**src/pkg/cascade_params.svh**
```systemverilog
// timing and field constants for the cascade priority chain
// assumes a 100 MHz core clock
`ifndef CASCADE_PARAMS_SVH
`define CASCADE_PARAMS_SVH
`define CLOCK_PERIOD_NS 10
`define ID_WIDTH 5
`define CHAIN_SETTLE_CYCLES 2
`define ID_END_SETTLE_US 1
`define ID_END_SETTLE_CYCLES \
  ((`ID_END_SETTLE_US * 1000 + `CLOCK_PERIOD_NS - 1) / `CLOCK_PERIOD_NS)
`define CMD_WIDTH 5
`endif

```
**src/pkg/cascade_pkg.sv**
```systemverilog
// types for the cascade priority chain
// assumes cascade_params.svh is on the include path
`include "cascade_params.svh"
package cascade_pkg;
  typedef enum logic [`CMD_WIDTH-1:0] {
    cmd_none                 = 5'h00,
    search_cmd               = 5'h01,
    search_alt_cmd           = 5'h02,
    rebuild_hit_flags_cmd    = 5'h03,
    next_hit_cmd             = 5'h04,
    mark_hit_cmd             = 5'h05,
    mark_hit_alt_cmd         = 5'h06,
    purge_hit_cmd            = 5'h07,
    soft_reset_cmd           = 5'h08,
    rebuild_empty_flags_cmd  = 5'h09,
    next_empty_cmd           = 5'h0A,
    mark_empty_cmd           = 5'h0B,
    mark_empty_alt_cmd       = 5'h0C,
    append_then_next_empty_cmd = 5'h0D,
    append_cmd               = 5'h0E,
    begin_id_assign_cmd      = 5'h0F,
    end_id_assign_cmd        = 5'h10
  } cmd_e;
  typedef enum logic [2:0] {
    st_normal  = 3'b001,
    st_id      = 3'b010,
    st_id_exit = 3'b100
  } mode_e;
endpackage : cascade_pkg

```
**src/pkg/chain_if.sv**
```systemverilog
// one priority chain stage bundle between top and chain stage
// assumes single clock domain
`timescale 1ns/1ps
interface chain_if;
  logic own_cond;
  logic chain_in;
  logic restart;
  logic chain_out;
  logic granted;
  logic settled;
  modport top   (output own_cond, output chain_in, output restart,
                 input chain_out, input granted, input settled);
  modport stage (input own_cond, input chain_in, input restart,
                 output chain_out, output granted, output settled);
endinterface : chain_if

```
**src/chain_stage.sv**
```systemverilog
// one daisy-chain priority stage with a settle counter
// assumes restart pulses when priority must be re-propagated
`timescale 1ns/1ps
`include "cascade_params.svh"
module chain_stage
#(
  parameter int SETTLE = `CHAIN_SETTLE_CYCLES
)
(
  input  wire logic clock,
  input  wire logic rst_n,
  chain_if.stage    ch
);
  logic [7:0] count;
  logic [7:0] next_count;
  logic       out_q;
  logic       next_out_q;
  logic       grant_q;
  logic       next_grant_q;

  always_comb
  begin
    next_out_q   = ch.own_cond | ch.chain_in;
    next_grant_q = ch.own_cond & ~ch.chain_in;
    if (ch.restart)
      next_count = 8'(SETTLE);
    else if (count != 8'h00)
      next_count = count - 8'h01;
    else
      next_count = count;
  end

  always_ff @(posedge clock or negedge rst_n)
  begin
    if (!rst_n)
    begin
      count   <= 8'(SETTLE);
      out_q   <= 1'b0;
      grant_q <= 1'b0;
    end
    else
    begin
      count   <= next_count;
      out_q   <= next_out_q;
      grant_q <= next_grant_q;
    end
  end

  assign ch.chain_out = out_q;
  assign ch.granted   = grant_q;
  assign ch.settled   = (count == 8'h00);
endmodule : chain_stage

```
**src/cascade_priority_chain.sv**
```systemverilog
// hit, multi-hit and empty priority propagation for one cascaded device
// assumes strobes are one-cycle pulses synchronous to clock; chain pins
// are active high inside the core
`timescale 1ns/1ps
`include "cascade_params.svh"
// Operation
// - single-device commands still propagate priority down the chain
// - hit priority restarts after search, reads, hit autosteps, hit cmds, reset
// - hit chain carries hit; multihit chain serves status and port reads
// - empty priority restarts after empty autosteps, empty cmds, reset
// - search and port reads never touch empty priority
// - multihit chain carries id priority in id-assignment submode
module cascade_priority_chain
  import cascade_pkg::*;
#(
  parameter int ID_END_SETTLE = `ID_END_SETTLE_CYCLES
)
(
  input  wire logic       clock,
  input  wire logic       resetn,
  input  wire logic       search_strobe,
  input  wire logic       out_read_strobe,
  input  wire logic       hit_autostep,
  input  wire logic       empty_autostep,
  input  wire logic       cmd_strobe,
  input  wire cmd_e       cmd,
  input  wire logic       local_hit,
  input  wire logic       local_multihit,
  input  wire logic       local_empty,
  input  wire logic       local_id_unassigned,
  input  wire logic       hit_chain_in,
  input  wire logic       multihit_chain_in,
  input  wire logic       empty_chain_in,
  output logic            hit_chain_out,
  output logic            multihit_chain_out,
  output logic            empty_chain_out,
  output logic            hit_priority,
  output logic            empty_priority,
  output logic            id_priority,
  output logic            hit_settled,
  output logic            empty_settled,
  output logic            multihit_valid,
  output logic            id_assign_submode
);
  // ==========================================================
  // reset release
  logic [1:0] rst_sync;
  logic       rst_n;
  always_ff @(posedge clock or negedge resetn)
  begin
    if (!resetn)
      rst_sync <= 2'b00;
    else
      rst_sync <= {rst_sync[0], 1'b1};
  end
  assign rst_n = rst_sync[1];

  // ==========================================================
  // restart decode
  logic hit_cmd;
  logic empty_cmd;
  logic hit_restart;
  logic empty_restart;
  logic reset_pulse;
  logic rst_seen;
  always_comb
  begin
    hit_cmd   = 1'b0;
    empty_cmd = 1'b0;
    if (cmd_strobe)
    begin
      case (cmd)
        search_cmd, search_alt_cmd, rebuild_hit_flags_cmd, next_hit_cmd,
        mark_hit_cmd, mark_hit_alt_cmd:
          hit_cmd = 1'b1;
        rebuild_empty_flags_cmd, next_empty_cmd, mark_empty_cmd,
        mark_empty_alt_cmd, append_then_next_empty_cmd:
          empty_cmd = 1'b1;
        soft_reset_cmd:
        begin
          hit_cmd   = 1'b1;
          empty_cmd = 1'b1;
        end
        default:
        begin
          hit_cmd   = 1'b0;
          empty_cmd = 1'b0;
        end
      endcase
    end
    reset_pulse = ~rst_seen;
    hit_restart = search_strobe | out_read_strobe | hit_autostep |
                  hit_cmd | reset_pulse;
    // empty restart, no search or read terms
    empty_restart = empty_autostep | empty_cmd | reset_pulse;
  end

  always_ff @(posedge clock or negedge rst_n)
  begin
    if (!rst_n)
      rst_seen <= 1'b0;
    else
      rst_seen <= 1'b1;
  end

  // ==========================================================
  // id-assignment submode
  mode_e       mode;
  mode_e       next_mode;
  logic [15:0] exit_count;
  logic [15:0] next_exit_count;
  always_comb
  begin
    next_mode       = mode;
    next_exit_count = exit_count;
    case (mode)
      st_normal:
        if (cmd_strobe && cmd == begin_id_assign_cmd)
          next_mode = st_id;
      st_id:
        if (cmd_strobe && cmd == end_id_assign_cmd)
        begin
          next_mode       = st_id_exit;
          next_exit_count = 16'(ID_END_SETTLE);
        end
      st_id_exit:
        // chain returns to multihit at once; valid flag waits for settle
        if (cmd_strobe && cmd == begin_id_assign_cmd)
          next_mode = st_id;
        else if (exit_count <= 16'h0001)
          next_mode = st_normal;
        else
          next_exit_count = exit_count - 16'h0001;
      default:
        next_mode = st_normal;
    endcase
  end

  always_ff @(posedge clock or negedge rst_n)
  begin
    if (!rst_n)
    begin
      mode       <= st_normal;
      exit_count <= 16'h0000;
    end
    else
    begin
      mode       <= next_mode;
      exit_count <= next_exit_count;
    end
  end

  // ==========================================================
  // chain stages
  chain_if hit_ch ();
  chain_if multi_ch ();
  chain_if empty_ch ();
  logic in_id;
  assign in_id = (mode == st_id);

  assign hit_ch.own_cond   = local_hit;
  assign hit_ch.chain_in   = hit_chain_in;
  assign hit_ch.restart    = hit_restart;
  // multihit chain carries id priority in submode
  assign multi_ch.own_cond = in_id ? local_id_unassigned :
                             (local_multihit |
                              (local_hit & hit_chain_in));
  assign multi_ch.chain_in = multihit_chain_in;
  assign multi_ch.restart  = hit_restart | (cmd_strobe &&
                             (cmd == begin_id_assign_cmd ||
                              cmd == end_id_assign_cmd));
  assign empty_ch.own_cond = local_empty;
  assign empty_ch.chain_in = empty_chain_in;
  assign empty_ch.restart  = empty_restart;

  chain_stage hit_stage (.clock(clock), .rst_n(rst_n), .ch(hit_ch));
  chain_stage multi_stage (.clock(clock), .rst_n(rst_n), .ch(multi_ch));
  chain_stage empty_stage (.clock(clock), .rst_n(rst_n), .ch(empty_ch));

  // ==========================================================
  // registered outputs
  always_ff @(posedge clock or negedge rst_n)
  begin
    if (!rst_n)
    begin
      hit_chain_out      <= 1'b0;
      multihit_chain_out <= 1'b0;
      empty_chain_out    <= 1'b0;
      hit_priority       <= 1'b0;
      empty_priority     <= 1'b0;
      id_priority        <= 1'b0;
      hit_settled        <= 1'b0;
      empty_settled      <= 1'b0;
      multihit_valid     <= 1'b0;
      id_assign_submode  <= 1'b0;
    end
    else
    begin
      // local changes reach the chain outputs while chain in is inactive
      hit_chain_out      <= hit_ch.chain_out;
      multihit_chain_out <= multi_ch.chain_out;
      empty_chain_out    <= empty_ch.chain_out;
      // grant only with inactive chain in
      hit_priority       <= hit_ch.granted;
      empty_priority     <= empty_ch.granted;
      id_priority        <= in_id & multi_ch.granted;
      hit_settled        <= hit_ch.settled & ~hit_restart;
      empty_settled      <= empty_ch.settled & ~empty_restart;
      // multihit valid only in normal mode once the multihit chain has settled
      multihit_valid     <= (mode == st_normal) & multi_ch.settled;
      id_assign_submode  <= in_id;
    end
  end
endmodule : cascade_priority_chain

```
**config.mk**
```make
export PLATFORM = sky130hd
export DESIGN_NAME = cascade_priority_chain
export DESIGN_NICKNAME = d
export VERILOG_FILES = /design/src/pkg/cascade_pkg.sv /design/src/pkg/chain_if.sv /design/src/chain_stage.sv /design/src/cascade_priority_chain.sv
export VERILOG_INCLUDE_DIRS = /design/src /design/src/pkg
export SDC_FILE = /design/constraint.sdc
export NUM_CORES = 1
export LEC_CHECK = 0
export ABC_AREA = 1
export BUFFER_PORTS_ARGS = -buffer_cell sky130_fd_sc_hd__buf_4
export CELL_PAD_IN_SITES_DETAIL_PLACEMENT = 1
export CELL_PAD_IN_SITES_GLOBAL_PLACEMENT = 1
export CORE_MARGIN = 8
export CORE_UTILIZATION = 44
export DETAILED_ROUTE_END_ITERATION = 10
export GPL_TIMING_DRIVEN = 0
export PLACE_DENSITY = 0.82
export SYNTH_ARGS = -nofsm -noshare
export SYNTH_HDL_FRONTEND = slang
export SYNTH_HIERARCHICAL = 1
export SYNTH_SLANG_ARGS = --single-unit
```
**constraint.sdc**
```tcl
create_clock -name clock -period 2.5 [get_ports clock]
set_clock_uncertainty 0.2 [all_clocks]
set_input_delay 0.75 -clock clock [delete_from_list [all_inputs] [get_ports clock]]
set_output_delay 0.75 -clock clock [all_outputs]
set_load 0.02 [all_outputs]
```
# ---- Word-level counts from Yosys, hierarchy flattened
# Index checks and enable logic that the tools add are counted.
dict set report word_totals {
  regBits 62
  output_inout_bits 10
  wordCells 113
}
dict set report op_classes {
  add_sub_neg 4
  order_cmp 1
  n_eq_ne 22
  n_mux 20
  bitwise 25
  n_reduce_logical 18
}
# operator count
set ops {}
lappend ops {{two-way mux 16 bit} 3}
lappend ops {{two-way mux 8 bit} 6}
lappend ops {{equality test 5 x 4 -> 1 bit (second input constant)} 7}
lappend ops {{case mux 16 bit (2 select lines)} 1}
lappend ops {{zero test 8 bit} 3}
lappend ops {{nonzero test 8 bit} 3}
lappend ops {{subtractor 8 x 1 -> 8 bit (second input constant)} 3}
lappend ops {{less-or-equal comparator 16 x 1 -> 1 bit (second input constant)} 1}
lappend ops {{subtractor 16 x 1 -> 16 bit (second input constant)} 1}
lappend ops {{equality test 5 x 3 -> 1 bit (second input constant)} 3}
lappend ops {{two-way mux 3 bit} 4}
lappend ops {{bitwise OR 1 bit} 11}
lappend ops {{equality test 5 x 2 -> 1 bit (second input constant)} 2}
lappend ops {{case mux 3 bit (3 select lines)} 1}
lappend ops {{bitwise AND 1 bit} 8}
lappend ops {{nonzero test 2 bit} 4}
lappend ops {{OR reduction 7 bit} 1}
lappend ops {{!= test 2 bit (second input constant)} 3}
lappend ops {{NOT 1 bit} 6}
lappend ops {{OR reduction 6 bit} 1}
lappend ops {{equality test 5 x 1 -> 1 bit (second input constant)} 1}
lappend ops {{equality test 5 bit (second input constant)} 1}
lappend ops {{two-way mux 1 bit} 5}
lappend ops {{AND reduction 4 bit} 1}
lappend ops {{other kinds (8)} 10}

# ---- Longest topological paths before layout
dict set report logic_depth {
  word_depth 8
  mapped_depth 10
}

# ---- Modules after synthesis
# The synthesis kept the hierarchy.
# mod instances cells_each area_per_inst_um2 seq_area_each_um2
set modules_own_cells {}
lappend modules_own_cells {cascade_priority_chain 1 238 1769.2 802.0}
lappend modules_own_cells {chain_stage 3 61 511.7 251.5}

# ---- Worst setup path after synthesis
# No wires, ideal clock.
dict set report synth_timing {
  path_kind {input to register}
  startpoint {in out_read_strobe}
  endpoint {reg multi_stage.count[5]}
  t_arrival_ps 1682
  path_slack_ps 547
  path_stages 5
  n_path_buf 0
  path_cell_list {nor4b_1 nand4_1 inv_1 nand3_1 nor2_1}
}
dict set report synth_between {
  elab_chain_cells 6
  elab_cells_between_ends 7
  classes_between {mux: 1; bitwise: 5; reduce/logical: 1}
}
# element line_no
set synth_lines {}
lappend synth_lines {{from (decl)} cascade_priority_chain.sv:22} ;# input wire logic out_read_strobe,
lappend synth_lines {{bitwise OR 1 bit * (3 in series)} cascade_priority_chain.sv:92} ;# hit_restart = search_strobe | out_read_strobe | hit_autostep |
lappend synth_lines {{bitwise OR 1 bit *} cascade_priority_chain.sv:93} ;# hit_cmd | reset_pulse;
lappend synth_lines {{bitwise OR 1 bit *} cascade_priority_chain.sv:169} ;# assign multi_ch.restart = hit_restart | (cmd_strobe &&
lappend synth_lines {{via multi_ch.restart} chain_if.sv:7} ;# logic restart;
lappend synth_lines {{two-way mux 8 bit or nonzero test 2 bit (tied branches)} --}
lappend synth_lines {{to (signal assigned)} chain_stage.sv:37} ;# count <= 8'(SETTLE);
lappend synth_lines {{to (signal assigned)} chain_stage.sv:43} ;# count <= next_count;
lappend synth_lines {{to (decl)} chain_stage.sv:14} ;# logic [7:0] count;
# The timed path passes the listed nets; every way through them passes the cells marked *.
# A chain may end at the register's enable or synchronous reset.

# ---- Worst setup path after layout
# Ends and elaborated chain as after synthesis.

==> impl_metrics.xml <==
<?xml version="1.0" encoding="UTF-8"?>
<metrics>
  <group name="run_status">
    <metric name="outcome" unit="">complete, no violations</metric>
  </group>
  <group name="worst_setup_path">
    <metric name="ff2ff_path_depth" unit="">10</metric>
    <metric name="reg2reg_from" unit="">exit_count[0]$_DFFE_PN0P_</metric>
    <metric name="critical_path_at" unit="ps">2220</metric>
    <metric name="critPathLaunch" unit="">out_read_strobe</metric>
    <metric name="critPathCaptureType" unit="">flip-flop</metric>
    <metric name="cp_cell_sequence" unit="">buf_4 &gt; nor4b_1 &gt; nand4_1 &gt; inv_1 &gt; nand3_1 &gt; nor2_1</metric>
    <metric name="worst_ep_required_time" unit="ps">2570</metric>
    <metric name="worst-path-max-fanout" unit="">6</metric>
    <metric name="rr_endpoint" unit="">exit_count[9]$_DFFE_PN0P_</metric>
    <metric name="r2r_slack" unit="ps">440</metric>
    <metric name="timing.critical_path.from_type" unit="">primary input</metric>
    <metric name="slowest_cp_cell" unit="">sky130_fd_sc_hd__nor4b_1</metric>
    <metric name="crit_type" unit="">in -&gt; reg</metric>
    <metric name="worst_path_largest_cell_delay" unit="ps">520</metric>
  </group>
  <group name="power_and_ir_drop">
    <metric name="share_of_total_power_in_sequential_cells" unit="%">40.4</metric>
    <metric name="comb_power_share" unit="%">23.1</metric>
    <metric name="p_sw" unit="mW">0.896</metric>
    <metric name="pwr_density_cell" unit="nW/um^2">706</metric>
    <metric name="power.static_leakage" unit="nW">2.04</metric>
    <metric name="switching_share" unit="%">32.6</metric>
    <metric name="total_power" unit="mW">2.75</metric>
    <metric name="worst_supply_voltage_drop_on_vdd" unit="uV">391</metric>
    <metric name="power_report.internal_total" unit="mW">1.85</metric>
    <metric name="clockPowerShare" unit="%">36.6</metric>
  </group>
  <group name="yosys">
    <metric name="post_synth_inst_count" unit="">421</metric>
    <metric name="synth-edff-count" unit="">0</metric>
    <metric name="synth_largest_area_cell" unit="">sky130_fd_sc_hd__dfrtp_1</metric>
    <metric name="post_synth_most_frequent_cells" unit="">sky130_fd_sc_hd__nand2_1, sky130_fd_sc_hd__nor2_1, sky130_fd_sc_hd__dfrtp_1</metric>
    <metric name="postSynth.topFlopCell" unit="">sky130_fd_sc_hd__dfrtp_1</metric>
    <metric name="synth_cell_type_count" unit="">36</metric>
    <metric name="post_synth_main_area_contributors" unit="">sky130_fd_sc_hd__dfrtp_1, sky130_fd_sc_hd__nand2_1, sky130_fd_sc_hd__nor2_1</metric>
    <metric name="synthesis.area_per_instance" unit="sq um">7.85</metric>
    <metric name="seq_area_frac_synth" unit="%">47.1</metric>
    <metric name="synthArstFlopShare" unit="%">100</metric>
    <metric name="synth-seq-cells" unit="">62</metric>
    <metric name="synth.cell_area" unit="sq um">3300</metric>
    <metric name="yosys.area.top_type_share" unit="%">43.9</metric>
    <metric name="synth_most_common_cell" unit="">sky130_fd_sc_hd__nand2_1</metric>
    <metric name="ys_warn_count" unit="">6</metric>
  </group>
  <group name="clock_network">
    <metric name="cts_root_buffer" unit="">sky130_fd_sc_hd__clkbuf_8</metric>
    <metric name="numCtsBuffers" unit="">9</metric>
    <metric name="post_cts_buffers" unit="">0</metric>
    <metric name="cts.sink_count" unit="">62</metric>
    <metric name="clk-insertion-delay-late" unit="ps">350</metric>
    <metric name="max-clock-path-buffers" unit="">2</metric>
    <metric name="clk_transition_reported_paths" unit="ps">80</metric>
    <metric name="post_cts_resized" unit="">0</metric>
    <metric name="tritoncts" unit="">done</metric>
    <metric name="htree_levels" unit="">3</metric>
  </group>
  <group name="place">
    <metric name="portBuffers" unit="">28</metric>
    <metric name="post-dp-hpwl" unit="mm">6.23</metric>
    <metric name="routability_congestion_estimate_from_global_placement" unit="">0.827</metric>
  </group>
  <group name="drt">
    <metric name="route.vias.total" unit="">2868</metric>
    <metric name="drt-vias-per-instance" unit="">5.06</metric>
    <metric name="drt_pass1_iterations" unit="">4</metric>
    <metric name="drt.antenna.violating_nets" unit="">0</metric>
    <metric name="drt_wl_total" unit="mm">8.79</metric>
    <metric name="dr.first_iter.drc_count" unit="">84</metric>
    <metric name="residual_drc_count" unit="">0</metric>
    <metric name="detail_route.wl_per_cell" unit="um">15.5</metric>
  </group>
  <group name="sta">
    <metric name="maxSlewViolCount" unit="">0</metric>
    <metric name="tightestPinTransition" unit="ps">633</metric>
    <metric name="layout_worst_path_cycle_share" unit="%">86.1</metric>
    <metric name="fmax" unit="GHz">0.465</metric>
    <metric name="finalSetupViolations" unit="">0</metric>
    <metric name="slew_headroom" unit="%">57.8</metric>
    <metric name="finalHoldViolations" unit="">0</metric>
    <metric name="finalCriticalPeriod" unit="ps">2150</metric>
    <metric name="rsz0062_at_grt" unit="">no</metric>
  </group>
  <group name="finish">
    <metric name="final_nets" unit="">487</metric>
    <metric name="syn_to_final_growth" unit="%">17.9</metric>
    <metric name="num_antenna_cells" unit="">0</metric>
    <metric name="layout-drive-gt1-share" unit="%">17.3</metric>
    <metric name="post-route-util" unit="%">53.7</metric>
    <metric name="layout.area.seq" unit="sq um">1560</metric>
    <metric name="multiInputGateArea" unit="sq um">1540</metric>
    <metric name="n_fill_cell" unit="">932</metric>
  </group>
  <group name="floorplan">
    <metric name="floorplan.initialDensity" unit="%">45.6</metric>
    <metric name="ios" unit="">29</metric>
    <metric name="core" unit="sq um">7250</metric>
    <metric name="rows" unit="">31</metric>
    <metric name="floorplan.die_area" unit="sq um">10500</metric>
    <metric name="die_y" unit="um">103</metric>
    <metric name="fp.dieW" unit="um">103</metric>
  </group>
  <group name="grt">
    <metric name="grt_start_max_net_pins" unit="">36</metric>
    <metric name="grt_first_pass_wirelength" unit="mm">15.0</metric>
    <metric name="grt_pass1_vias" unit="">3139</metric>
    <metric name="grt_antenna_before_repair" unit="">0</metric>
    <metric name="globalRouteTotalUtil" unit="%">18.4</metric>
    <metric name="grt_remaining_overflow" unit="">0</metric>
  </group>
  <group name="job">
    <metric name="drv_cap" unit="">0</metric>
  </group>
  <group name="worst_hold_path">
    <metric name="timing.hold.worst.class" unit="">reg -&gt; async</metric>
  </group>
</metrics>
[power by group through the flow]
stage | combinational (mW) | clock, mW | sequential [mW]
3_3_place_gp | 0.567 | 0 | 1.13
4_1_cts | 0.637 | 1.02 | 1.11
3_5_place_dp | 0.621 | 0 | 1.13
6_report | 0.634 | 1.01 | 1.11
5_1_grt | 0.719 | 1.06 | 1.12
2_1_floorplan | 0.453 | 0 | 1.13
[how the worst max path moves through the flow]
stage,cells past startpoint,end
finish,6,multi_stage/count[5]$_DFFE_PN0P_
global route,6,multi_stage/count[5]$_DFFE_PN0P_
CTS,6,multi_stage/count[5]$_DFFE_PN0P_
detailed placement,6,multi_stage/count[5]$_DFFE_PN0P_
global placement,0,hit_stage/count[6]$_DFFE_PN0P_
floorplan,0,empty_chain_out$_DFF_PN0_
[flip-flops by register name, indices dropped and copies added (netlist names), 2 cells and up]
signal	cells
rst_sync	2
hit_stage/count	8
mode	3
empty_stage/count	8
multi_stage/count	8
exit_count	16
[worst max-delay path, delay by kind of cell]
| kind | cells | cell delay [ps] |
|---|---|---|
| buf+inv | 2 | 340 |
| simple gates | 4 | 1140 |
[repair_timing]
item	in CTS	in global routing
setup endpoints to repair	0	0
hold endpoints to repair	2	0
hold buffers	1	0
[metrics by stage]
stage	instances	setup WS, ps	hold WS [ps]	cell area (sq um)	TNS, ps
final	567	349	94.4	3900	0
after global routing	567	214	159	3900	0
after CTS	567	319	124	3900	0
after detailed placement	550	37.5	118	3660	0
after global placement	549	-307	131	3640	-16910
after floorplan	422	453	131	3310	0
[kinds of logic after synthesis]
| kind of cell | after synthesis | synth area share [%] |
|---|---|---|
| xor gates and xnor gates | 14 | 3.71 |
| buffers and inverters | 54 | 6.51 |
| other | 1 | 0.113 |
| and+or+nand+nor | 264 | 37.2 |
| adders and majority gates | 5 | 1.89 |
| AOI/OAI and AO/OA | 21 | 3.48 |
| DFF | 62 | 47.1 |
[layout make-up]
class,count,area share (%)
flip-flops and latches,62,40.0
multi-input cells,306,39.4
repair buffers,30,6.17
inverters,50,4.82
clock buffers,10,3.28
well taps,99,3.18
clock inverters,6,2.44
plain buffers,4,0.706
[layout by cell type, fill, tap and decap left out, types with 3 or more instances in the layout]
cell type / instances
sky130_fd_sc_hd__o21ai_0: 6
sky130_fd_sc_hd__clkinv_4: 3
sky130_fd_sc_hd__inv_2: 5
sky130_fd_sc_hd__dfstp_2: 4
sky130_fd_sc_hd__nand3_1: 40
sky130_fd_sc_hd__clkbuf_8: 9
sky130_fd_sc_hd__buf_4: 29
sky130_fd_sc_hd__inv_1: 44
sky130_fd_sc_hd__or2_1: 4
sky130_fd_sc_hd__nor2_4: 7
sky130_fd_sc_hd__xnor2_1: 6
sky130_fd_sc_hd__o21ai_1: 3
sky130_fd_sc_hd__nor2_2: 5
sky130_fd_sc_hd__or2_2: 3
sky130_fd_sc_hd__ha_1: 5
sky130_fd_sc_hd__dfrtp_1: 57
sky130_fd_sc_hd__nor3_1: 10
sky130_fd_sc_hd__xor2_1: 8
sky130_fd_sc_hd__nand2_1: 105
sky130_fd_sc_hd__nand4_1: 7
sky130_fd_sc_hd__nor2_1: 71
sky130_fd_sc_hd__nand3_2: 4
sky130_fd_sc_hd__a21oi_1: 8
[layer usage]
layer  GRT usage [%]  wire, um
met1            19.7      3670
met2            34.4      4720
met3            3.78       281
met4            6.88       125
met5               0         0
No activity file was read; power rests on OpenSTA's default activity.
